### src/design/ring_qual_pkg.sv
// Purpose: Shared constants for the ring validation qualifier
// Assumes: 40 MHz system clock
// Notes: Register offsets, field positions, reset values and time units
`default_nettype none
package ring_qual_pkg;

  // ----------------------------------------
  // Clock and time units
  // ----------------------------------------
  localparam int unsigned CLK_HZ = 40000000;
  localparam int unsigned TICK_MS = 1;
  localparam int unsigned TICK_CYCLES = CLK_HZ / 1000 * TICK_MS;
  localparam int unsigned DELAY_UNIT_MS = 256;
  localparam int unsigned TIMEOUT_UNIT_MS = 128;
  localparam int unsigned QUAL_UNIT_MS = 2;

  // ----------------------------------------
  // Register map
  // ----------------------------------------
  localparam logic [7:0] ADDR_TIMING = 8'h17;
  localparam logic [7:0] ADDR_ENABLE_ASSERT = 8'h18;
  localparam logic [7:0] RESET_TIMING = 8'h2d;
  localparam logic [7:0] RESET_ENABLE_ASSERT = 8'h19;

  // Timing register fields
  localparam int unsigned DELAY_HI_BIT = 7;
  localparam int unsigned TIMEOUT_LSB = 3;
  localparam int unsigned TIMEOUT_W = 4;
  localparam int unsigned CONFIRM_LSB = 0;
  localparam int unsigned CONFIRM_W = 3;

  // Enable/assert register fields
  localparam int unsigned ENABLE_BIT = 7;
  localparam int unsigned RESERVED_BIT = 6;
  localparam int unsigned ASSERT_LSB = 0;
  localparam int unsigned ASSERT_W = 6;

  localparam int unsigned MS_W = 11;

  // ----------------------------------------
  // Qualifier states
  // ----------------------------------------
  typedef enum logic [1:0] {
    ST_IDLE = 2'b00,
    ST_CONFIRM = 2'b01,
    ST_DELAY = 2'b10,
    ST_VALID = 2'b11
  } qual_state_t;

endpackage
`default_nettype wire

### src/design/tick_divider.sv
// Purpose: Divides the system clock into a one-cycle enable pulse
// Assumes: Single clock domain
// Notes: Pulse period is PERIOD cycles
`timescale 1ns/1ps
`default_nettype none
module tick_divider #(
  parameter int unsigned PERIOD = 40000
) (
  // Clock and reset
  input wire logic sys_clk,
  input wire logic reset_n,
  // Enable pulse
  output logic tick
);

  localparam int unsigned CW = $clog2(PERIOD);

  // Refuse periods that cannot make a one-cycle pulse
  if (PERIOD < 2) begin : g_period_check
    $error("tick_divider: PERIOD must be at least 2");
  end

  logic [CW-1:0] count;

  always_ff @(posedge sys_clk or negedge reset_n) begin
    if (!reset_n) begin
      count <= '0;
      tick <= 1'b0;
    end else if (count == CW'(PERIOD - 1)) begin
      count <= '0;
      tick <= 1'b1;
    end else begin
      count <= count + 1'b1;
      tick <= 1'b0;
    end
  end

endmodule
`default_nettype wire

### src/design/ring_validation_qualifier.sv
// Purpose: Qualifies line ring events by timing and confirms valid rings
// Assumes: ring_event is a one-cycle pulse synchronous to sys_clk
// Notes: Register port is a simple strobed write/read at the register offsets
//
// Contract
// - The valid-ring indication is held off after validation by 0 to 1792 ms in 256 ms steps.
// - A ring ends once the 4-bit timeout code times 128 ms passes after the last event.
// - A ring is valid only after staying in tolerance for the selected confirmation time.
// - Validation runs only while the enable bit 7 is set.
// - Each event loads the qualification timer with the assertion time, which counts down.
// - A later event after the timer expired marks the ring too slow and invalid.
// - Assertion time minus upper limit is the least event spacing in 2 ms units.
// - A later event while the timer exceeds the upper limit marks the ring too fast.
`timescale 1ns/1ps
`default_nettype none
module ring_validation_qualifier #(
  parameter int unsigned TICK_CYCLES = ring_qual_pkg::TICK_CYCLES
) (
  // Clock and reset
  input wire logic sys_clk,
  input wire logic reset_n,
  // Register port
  input wire logic reg_wr,
  input wire logic reg_rd,
  input wire logic [7:0] reg_addr,
  input wire logic [7:0] reg_wdata,
  output logic [7:0] reg_rdata,
  // Fields held in the neighbouring register
  input wire logic [1:0] ring_indicate_delay_low,
  input wire logic [5:0] ring_upper_limit,
  // Line side
  input wire logic ring_event,
  // Indications
  output logic ring_valid,
  output logic ring_invalid,
  output logic ring_active
);

  // Refuse a time base too short for the divider
  if (TICK_CYCLES < 2) begin : g_tick_check
    $error("ring_validation_qualifier: TICK_CYCLES must be at least 2");
  end

  // ----------------------------------------
  // Registers
  // ----------------------------------------
  logic [7:0] timing_reg;
  logic [7:0] enable_assert_reg;

  always_ff @(posedge sys_clk or negedge reset_n) begin
    if (!reset_n) begin
      timing_reg <= ring_qual_pkg::RESET_TIMING;
      enable_assert_reg <= ring_qual_pkg::RESET_ENABLE_ASSERT;
    end else if (reg_wr) begin
      if (reg_addr == ring_qual_pkg::ADDR_TIMING) begin
        timing_reg <= reg_wdata;
      end
      if (reg_addr == ring_qual_pkg::ADDR_ENABLE_ASSERT) begin
        enable_assert_reg <= reg_wdata;
        // Reserved bit kept at zero
        enable_assert_reg[ring_qual_pkg::RESERVED_BIT] <= 1'b0;
      end
    end
  end

  always_ff @(posedge sys_clk or negedge reset_n) begin
    if (!reset_n) begin
      reg_rdata <= 8'h00;
    end else if (reg_rd) begin
      case (reg_addr)
        ring_qual_pkg::ADDR_TIMING: begin
          reg_rdata <= timing_reg;
        end
        ring_qual_pkg::ADDR_ENABLE_ASSERT: begin
          reg_rdata <= enable_assert_reg;
        end
        default: begin
          reg_rdata <= 8'h00;
        end
      endcase
    end
  end

  // ----------------------------------------
  // Field decode
  // ----------------------------------------
  logic enable;
  logic [5:0] assert_time;
  logic [3:0] timeout_code;
  logic [2:0] confirm_code;
  logic [2:0] delay_code;

  assign enable = enable_assert_reg[ring_qual_pkg::ENABLE_BIT];
  assign assert_time = enable_assert_reg[ring_qual_pkg::ASSERT_LSB +: ring_qual_pkg::ASSERT_W];
  assign timeout_code = timing_reg[ring_qual_pkg::TIMEOUT_LSB +: ring_qual_pkg::TIMEOUT_W];
  assign confirm_code = timing_reg[ring_qual_pkg::CONFIRM_LSB +: ring_qual_pkg::CONFIRM_W];
  assign delay_code = {timing_reg[ring_qual_pkg::DELAY_HI_BIT], ring_indicate_delay_low};

  // Confirmation time in ms
  function automatic logic [ring_qual_pkg::MS_W-1:0] confirm_ms(input logic [2:0] code);
    case (code)
      3'h0: confirm_ms = 11'h064;
      3'h1: confirm_ms = 11'h096;
      3'h2: confirm_ms = 11'h0c8;
      3'h3: confirm_ms = 11'h100;
      3'h4: confirm_ms = 11'h180;
      3'h5: confirm_ms = 11'h200;
      3'h6: confirm_ms = 11'h280;
      default: confirm_ms = 11'h400;
    endcase
  endfunction

  logic [ring_qual_pkg::MS_W-1:0] confirm_limit;
  logic [ring_qual_pkg::MS_W-1:0] delay_limit;
  logic [ring_qual_pkg::MS_W-1:0] timeout_limit;

  assign confirm_limit = confirm_ms(confirm_code);
  assign delay_limit = ring_qual_pkg::MS_W'(delay_code * ring_qual_pkg::DELAY_UNIT_MS);
  assign timeout_limit = ring_qual_pkg::MS_W'(timeout_code * ring_qual_pkg::TIMEOUT_UNIT_MS);

  // ----------------------------------------
  // Time base
  // ----------------------------------------
  logic ms_tick;
  logic half_phase;
  logic qual_tick;

  tick_divider #(
    .PERIOD(TICK_CYCLES)
  ) u_ms_tick (
    .sys_clk(sys_clk),
    .reset_n(reset_n),
    .tick(ms_tick)
  );

  always_ff @(posedge sys_clk or negedge reset_n) begin
    if (!reset_n) begin
      half_phase <= 1'b0;
    end else if (ms_tick) begin
      half_phase <= ~half_phase;
    end
  end

  // Qualification timer steps every 2 ms
  assign qual_tick = ms_tick && half_phase;

  // ----------------------------------------
  // Qualification timer and frequency checks
  // ----------------------------------------
  ring_qual_pkg::qual_state_t state;
  logic [5:0] qual_timer;
  logic too_slow;
  logic too_fast;
  logic bad_event;

  assign too_slow = (qual_timer == 6'h00);
  assign too_fast = (qual_timer > ring_upper_limit);
  assign bad_event = ring_event && (state != ring_qual_pkg::ST_IDLE) && (too_slow || too_fast);

  always_ff @(posedge sys_clk or negedge reset_n) begin
    if (!reset_n) begin
      qual_timer <= 6'h00;
    end else if (!enable) begin
      qual_timer <= 6'h00;
    end else if (ring_event) begin
      qual_timer <= assert_time;
    end else if (qual_tick && qual_timer != 6'h00) begin
      qual_timer <= qual_timer - 1'b1;
    end
  end

  // ----------------------------------------
  // Time since last event
  // ----------------------------------------
  logic [ring_qual_pkg::MS_W-1:0] since_event;
  logic timed_out;

  assign timed_out = (since_event >= timeout_limit);

  always_ff @(posedge sys_clk or negedge reset_n) begin
    if (!reset_n) begin
      since_event <= '0;
    end else if (!enable || ring_event) begin
      since_event <= '0;
    end else if (ms_tick && !timed_out) begin
      since_event <= since_event + 1'b1;
    end
  end

  // ----------------------------------------
  // Confirmation and delay sequencing
  // ----------------------------------------
  logic [ring_qual_pkg::MS_W-1:0] phase_ms;

  always_ff @(posedge sys_clk or negedge reset_n) begin
    if (!reset_n) begin
      state <= ring_qual_pkg::ST_IDLE;
      phase_ms <= '0;
    end else if (!enable) begin
      state <= ring_qual_pkg::ST_IDLE;
      phase_ms <= '0;
    end else if (bad_event) begin
      state <= ring_qual_pkg::ST_CONFIRM;
      phase_ms <= '0;
    end else if (state != ring_qual_pkg::ST_IDLE && !ring_event && timed_out) begin
      state <= ring_qual_pkg::ST_IDLE;
      phase_ms <= '0;
    end else begin
      case (state)
        ring_qual_pkg::ST_IDLE: begin
          if (ring_event) begin
            state <= ring_qual_pkg::ST_CONFIRM;
            phase_ms <= '0;
          end
        end
        ring_qual_pkg::ST_CONFIRM: begin
          if (phase_ms >= confirm_limit) begin
            state <= ring_qual_pkg::ST_DELAY;
            phase_ms <= '0;
          end else if (ms_tick) begin
            phase_ms <= phase_ms + 1'b1;
          end
        end
        ring_qual_pkg::ST_DELAY: begin
          if (phase_ms >= delay_limit) begin
            state <= ring_qual_pkg::ST_VALID;
            phase_ms <= '0;
          end else if (ms_tick) begin
            phase_ms <= phase_ms + 1'b1;
          end
        end
        ring_qual_pkg::ST_VALID: begin
          phase_ms <= '0;
        end
        default: begin
          state <= ring_qual_pkg::ST_IDLE;
          phase_ms <= '0;
        end
      endcase
    end
  end

  // ----------------------------------------
  // Outputs
  // ----------------------------------------
  always_ff @(posedge sys_clk or negedge reset_n) begin
    if (!reset_n) begin
      ring_valid <= 1'b0;
      ring_invalid <= 1'b0;
      ring_active <= 1'b0;
    end else begin
      ring_valid <= enable && (state == ring_qual_pkg::ST_VALID) && !bad_event
        && !(timed_out && !ring_event);
      ring_invalid <= enable && bad_event;
      ring_active <= enable && (state != ring_qual_pkg::ST_IDLE);
    end
  end

endmodule
`default_nettype wire

### config.mk
export PLATFORM = sky130hd
export DESIGN_NAME = ring_validation_qualifier
export DESIGN_NICKNAME = d
export VERILOG_FILES = /design/src/design/ring_qual_pkg.sv /design/src/design/tick_divider.sv /design/src/design/ring_validation_qualifier.sv
export SDC_FILE = /design/constraint.sdc
export NUM_CORES = 1
export LEC_CHECK = 0
export BUFFER_PORTS_ARGS = -buffer_cell sky130_fd_sc_hd__buf_4
export CAP_MARGIN = 10
export CELL_PAD_IN_SITES_DETAIL_PLACEMENT = 1
export CELL_PAD_IN_SITES_GLOBAL_PLACEMENT = 2
export CORE_MARGIN = 2
export CORE_UTILIZATION = 34
export CTS_BUF_LIST = sky130_fd_sc_hd__clkbuf_16
export DETAILED_ROUTE_END_ITERATION = 10
export PLACE_DENSITY_LB_ADDON = 0.1
export REMOVE_ABC_BUFFERS = 1
export SLEW_MARGIN = 20
export SYNTH_ARGS = -nofsm -noshare
export SYNTH_HDL_FRONTEND = slang
export SYNTH_SLANG_ARGS = --single-unit
### constraint.sdc
create_clock -name sys_clk -period 2.9 [get_ports sys_clk]
set_input_delay 0 -clock sys_clk [delete_from_list [all_inputs] [get_ports sys_clk]]
set_output_delay 0 -clock sys_clk [all_outputs]
set_load 0.02 [all_outputs]
==> impl_results.md, run 1 <==
* Post-Syn Area per Cell at 9.56 µm²
* Mapped Area at 4240 µm²
* Synth Warn # at 0
* CTS tree: yes
* Endpoints failing setup at 0
* Starting density of the core at 0.351
* # IOs at 40
* Number of global-route vias before repair at 3561
* Clock Pin Slew Worst Setup and Hold Paths at 60 ps
* Post-DRT Antenna Nets at 0
* Setup bufs post-CTS at 0
* CTS Buffer Depth at 2
* Leak at 2.33 nW
* Skew-Pair Late Insertion Delay at 330 ps
* Synth unique cells at 53
* Hold Violations, Final at 0
* Critical path endpoint category: flop
* First-pass GRT wire length at 17600 µm
* Final WS setup at 279 ps
* Std-Cell Rows at 40
* Startpoint types: flop
* I/O Buffers at 39
* Number of diodes at 0
* Max FFs per register at 16
* Router iterations before antenna repair at 4
* Largest regs: u_ms_tick.count (16), phase_ms (11), since_event (11)
* Clock skew at 5.73 ps
* Max VDD drop at 212 µV
* Pwr per Cell Area at 438 nW/µm²
* RSZ-0062 raised after global routing: no
* Crit path DAT at 2840 ps
* Placed cell areas at 4760 µm²
* Total die area at 13400 µm²
* Fin util at 0.425
* Minimum clock period at 2620 ps
* Gpl congestion at 0.743
* Kind of critical path: reg2reg
* Top reg by flops: u_ms_tick.count
* CP peak stage delay at 530 ps
* Number of max-cap violations at 0
* Post-synth EDFFs at 0
* Dpl hpwl at 7710 µm
* Initial antenna violation count at 0
* Crit share post-route at 0.904
* Main synth FF type: dfrtp_1
* DRC at 0
* Fill cells at 1381
* Largest net degree at the start of global routing at 75
* Asr flop ratio synth at 1.00
* Max Freq at 381 MHz
* Slew @ Worst Pin at 971 ps
* Worst-path fanout max at 12
* Cts bufs inserted at 9
* Layout cell share with drive strength beyond 1 at 0.186
* DR iter-0 viols at 127
* Slew margin rel. at 0.353
* Total wire length at 10400 µm
* Core area at 12100 µm²
* GRT overflow at 0
* Fin nets at 562
* Seq cells post-synth at 74
* Class of the worst hold path: in2reg
* Gr usage total at 0.167
* Pre-CTS setup slack at 148 ps
* DIE HEIGHT at 116 µm
* Wire length per cell at 15.5 µm
* Vias at 3367
* Clk sinks at 74
* H-Tree Depth at 3
* Final Max Slew Viols at 0
* Root Buffer: clkbuf_16
* CP Cell Sequence: or4_1 > o311a_1 > o31ai_2 > o21bai_2 > a211oi_2 > buf_4 > a21o_1 > a22o_1
* Die X at 116 µm
* Critical path required time at 3120 ps
* Sequential element share of the synthesized area at 0.439
* Post-route design area at 5130 µm²
* Run status: complete, no violations
* Number of vias per cell at 5.00
* Area growth, synth to finish at 21.1%
* Synth Instances at 443
* Slowest stage cell, crit path: or4_1
* Worst hold slack at 76.5 ps
## critical path, delay by kind of cell, from the launching register on
| kind | cells | cell delay [ps] |
|---|---|---|
| AOI/OAI and AO/OA | 6 | 1360 |
| and+or+nand+nor | 1 | 530 |
| DFF | 1 | 420 |
| buffers and inverters | 1 | 200 |
## power breakdown
group	internal, mW	switching, mW	total (mW)
Combinational	0.0876	0.102	0.190
Clock	0.568	0.420	0.988
Sequential	1.05	0.0169	1.07
## cell usage after synthesis (5+ instances only)
cell type  count  share of area
a21oi_1       18          0.021
a22oi_1        7          0.012
clkbuf_1      11         0.0097
dfrtp_1       67           0.40
dfstp_2        7          0.043
ha_1          33          0.097
inv_1         36          0.032
mux2_2        17          0.045
nand2_1       41          0.036
nand2b_1       5         0.0074
nand3_1       23          0.027
nand4_1       13          0.019
nor2_1        50          0.044
nor2b_1        6         0.0089
nor3_1         7         0.0083
o21ai_0       10          0.012
o22ai_1        5         0.0074
o311ai_1       5          0.010
xnor2_1       11          0.023
xor2_1        16          0.033
## cell type report
type                       count  area [µm²]  share of cell area
multi-input combinational    321        2200               0.429
sequential                    74        1860               0.363
timing repair buffer          58         460              0.0898
clock buffer                   9         225              0.0439
tap                          168         210              0.0410
inverter                      36         135              0.0263
clock inverter                 7        36.3             0.00707
## metrics by stage
stage | instances | TNS, ps | power [mW]
after floorplan | 431 | -127 | 1.17
after global placement | 647 | 0 | 1.27
after detailed placement | 647 | 0 | 1.27
after CTS | 673 | 0 | 2.30
after global routing | 673 | 0 | 2.36
final | 673 | 0 | 2.25
## per-layer routing
metal	up-vias	global-route usage	share of wire
li1	1662	-	-
met1	1662	0.216	0.46
met2	35	0.289	0.50
met3	8	0.0282	0.023
met4	0	0.0484	0.011
met5	-	0	0
## layout by cell type, fill, tap and decap left out, types with 3 or more instances in the layout
cell type | netlist | routed
nand4b_1 | 3 | 3
dlygate4sd3_1 | 0 | 10
dfstp_2 | 7 | 7
xor2_1 | 16 | 16
o21ai_0 | 10 | 10
a21oi_1 | 18 | 18
buf_4 | 0 | 48
nand4_1 | 13 | 13
dfrtp_1 | 67 | 67
a22oi_1 | 7 | 7
and2_1 | 4 | 4
ha_1 | 33 | 33
o311ai_1 | 5 | 5
a22o_1 | 3 | 3
nor2b_1 | 6 | 6
xnor2_1 | 11 | 11
mux2_2 | 17 | 17
o22ai_1 | 5 | 5
clkbuf_16 | 0 | 9
and3_1 | 4 | 4
nor2_1 | 50 | 50
inv_1 | 36 | 36
nand2_1 | 41 | 40
nand2b_1 | 5 | 5
o21a_1 | 3 | 3
mux2i_1 | 3 | 3
clkinv_2 | 0 | 4
nand3_1 | 23 | 23
nor3_1 | 7 | 7
## repair_timing
action | in CTS | in global routing
hold buffers | 10 | 0
endpoints found under the hold margin | 90 | 0
gates resized for setup | 0 | 2
endpoints found under the setup margin | 0 | 4
## cell families after synthesis
logic type	count (synthesis)	share of synthesized area
xor gates and xnor gates	27	0.0558
buffers and inverters	48	0.0428
AOI/OAI and AO/OA	71	0.116
and+or+nand+nor	170	0.196
adders and majority gates	33	0.0975
DFF	74	0.439
muxes	20	0.0523
## path summary, 6_finish.rpt
| path | startpoint | to | slack, ps | cells after the start |
|---|---|---|---|---|
| setup / recovery | since_event[5]$_DFFE_PN0P_ | phase_ms[0]$_DFFE_PN0N_ | 280 | 8 |
| hold / removal | ring_event | qual_timer[1]$_DFFE_PN0P_ | 80 | 2 |
| setup reg to reg | since_event[5]$_DFFE_PN0P_ | phase_ms[0]$_DFFE_PN0N_ | 280 | 8 |
| hold reg to reg | u_ms_tick.count[0]$_DFF_PN0_ | u_ms_tick.count[0]$_DFF_PN0_ | 460 | 1 |
| max in group asynchronous | reset_n | phase_ms[4]$_DFFE_PN0N_ | 1890 | 2 |
| min in group asynchronous | reset_n | reg_rdata[1]$_DFFE_PN0P_ | 360 | 2 |
Power figures use the tool's default switching activity.
==> run 2: changes to the inputs <==
--- a/config.mk
+++ b/config.mk
@@ -14,7 +14,6 @@
 export CTS_BUF_LIST = sky130_fd_sc_hd__clkbuf_16
 export DETAILED_ROUTE_END_ITERATION = 10
 export PLACE_DENSITY_LB_ADDON = 0.1
-export REMOVE_ABC_BUFFERS = 1
 export SLEW_MARGIN = 20
 export SYNTH_ARGS = -nofsm -noshare
 export SYNTH_HDL_FRONTEND = slang
==> run 2 against run 1 <==
Die area did not move. Register-to-register slack worse by 90 ps. Sequential power is essentially flat. Sequential share of layout area about the same. First-iteration DRC count fell by 43%. Sequential cell count stayed put. Cell area about the same. Critical path depth grew 3. Final cell count stayed put. Non-clock buffer count is the same. Clock power is 0.5% higher.
==> impl_results.md, run 2 (synthesized netlist as in run 1, its figures left out) <==
* Max Freq at 369 MHz
* CTS tree: yes
* Total wire length at 10500 µm
* Clock skew at 4.62 ps
* Most common cell after layout, fill and taps aside: dfrtp_1
* Worst-path fanout max at 12
* # IOs at 40
* Leak at 2.33 nW
* Critical path launch point: timing_reg[2]$_DFFE_PN1P_
* Gr usage total at 0.176
* Storage element area at 1860 µm²
* First-pass GRT wire length at 18200 µm
* R2r setup slk at 190 ps
* Vias at 3422
* Critical path endpoint category: flop
* Post-DRT Antenna Nets at 0
* CP Cell Sequence: nor2_1 > inv_1 > ha_1 > nor2b_1 > a311o_1 > a211oi_2 > o21ai_1 > a211oi_2 > buf_4 > a21o_1 > a22o_1
* Starting density of the core at 0.351
* DRC at 0
* Power Total at 2.25 mW
* Layout cell share with drive strength beyond 1 at 0.184
* WP buf/inv at 2
* Clk sinks at 74
* Hold Violations, Final at 0
* Top reg by flops: u_ms_tick.count
* Post-route design area at 5130 µm²
* DR iter-0 viols at 73
* Slowest stage cell, crit path: dfstp_2
* Crit-path leading delay family: compound AO/OA/AOI/OAI gates
* CP peak stage delay at 610 ps
* Crit path DAT at 2990 ps
* Placed Instances at 646
* Largest net degree at the start of global routing at 75
* Number of global-route vias before repair at 3736
* Placed cell areas at 4750 µm²
* Layout Cells excl Fill at 673
* Pwr per Cell Area at 440 nW/µm²
* H-Tree Depth at 3
* Min-Delay Startpoint: ring_event
* Slew @ Worst Pin at 974 ps
* Core area at 12100 µm²
* Multi-input logic area at 2200 µm²
* Startpoint types: flop
* Final Max Slew Viols at 0
* Critical path required time at 3180 ps
* Total die area at 13400 µm²
* Worst r2r src: timing_reg[2]$_DFFE_PN1P_
* Fill cells at 1386
* Class of the worst hold path: in2reg
* Router iterations before antenna repair at 4
* Dpl hpwl at 7810 µm
* Kind of critical path: reg2reg
* Gpl congestion at 0.753
* Endpoints failing setup at 0
* Initial antenna violation count at 0
* Number of max-cap violations at 0
* Max FFs per register at 16
* Wire length per cell at 15.7 µm
* I/O Buffers at 39
* Number of diodes at 0
* Critical path's most frequent cell: a211oi_2
* Fin nets at 562
* Slew margin rel. at 0.350
* Skew-Pair Late Insertion Delay at 340 ps
* Std-Cell Rows at 40
* DIE HEIGHT at 116 µm
* Run status: complete, no violations
* GRT overflow at 0
* Minimum clock period at 2710 ps
* Syn Nets at 505
* Cts bufs inserted at 9
* Crit share post-route at 0.934
* CTS Buffer Depth at 2
* Max VDD drop at 296 µV
* Die X at 116 µm
* Clock Pin Slew Worst Setup and Hold Paths at 60 ps
* Most frequent cells in the layout: dfrtp_1, nor2_1, buf_4
* Largest regs: u_ms_tick.count (16), phase_ms (11), since_event (11)
* Number of vias per cell at 5.08
* Area growth, synth to finish at 21.1%
* Root Buffer: clkbuf_16
run 2: cell type report:
type | instances | area share
clock inverters | 7 | 0.00659
well taps | 168 | 0.0410
flip-flops and latches | 74 | 0.363
inverters | 36 | 0.0264
clock buffers | 9 | 0.0439
repair buffers | 58 | 0.0898
multi-input cells | 321 | 0.429
run 2: per-stage QoR:
stage / TNS [ps] / hold WS, ps / utilization / setup slack, ps
detailed placement: 0 / 220 / 0.394 / 3.80
floorplan: 0 / -296 / - / 148
CTS: 0 / 51.1 / 0.424 / 8.78
finish: 0 / 56.2 / 0.425 / 192
global route: -44.2 / 80.9 / 0.425 / -31.3
global placement: 0 / 221 / 0.394 / 135
run 2: layer usage:
metal,vias up,global-route usage,routed length [µm],share of wire
met5,-,0,0,0
met4,0,0.0802,265,0.025
met3,17,0.0298,254,0.024
met2,32,0.304,5270,0.50
met1,1707,0.217,4750,0.45
li1,1666,-,-,-
run 2: final timing paths:
| check | end | cells after the start |
|---|---|---|
| hold reg to reg | u_ms_tick.count[0]$_DFF_PN0_ | 1 |
| setup / recovery | phase_ms[0]$_DFFE_PN0N_ | 11 |
| min in group asynchronous | qual_timer[2]$_DFFE_PN0P_ | 2 |
| hold / removal | qual_timer[1]$_DFFE_PN0P_ | 2 |
| max in group asynchronous | u_ms_tick.count[6]$_DFF_PN0_ | 2 |
| setup reg to reg | phase_ms[0]$_DFFE_PN0N_ | 11 |
run 2: repair_timing:
action                                 in CTS  in global routing
hold buffers                               10                  0
buffers inserted                            0                  1
endpoints found under the hold margin      89                  0
resized for setup                           0                  3
setup endpoints to repair                   0                 11
run 2: worst register-to-register path, delay by kind of cell (launching register included):
| kind | cells | cell delay [ps] |
|---|---|---|
| buffers and inverters | 2 | 320 |
| adder cells (fa/ha/maj) | 1 | 230 |
| AO/OA/AOI/OAI | 6 | 1280 |
| AND/OR/NAND/NOR | 2 | 210 |
| flip-flops | 1 | 610 |
run 2: power by group:
group          internal, mW  switching, mW  total (mW)
sequential             1.06         0.0182        1.07
clock                 0.564          0.429       0.993
combinational        0.0874          0.101       0.188
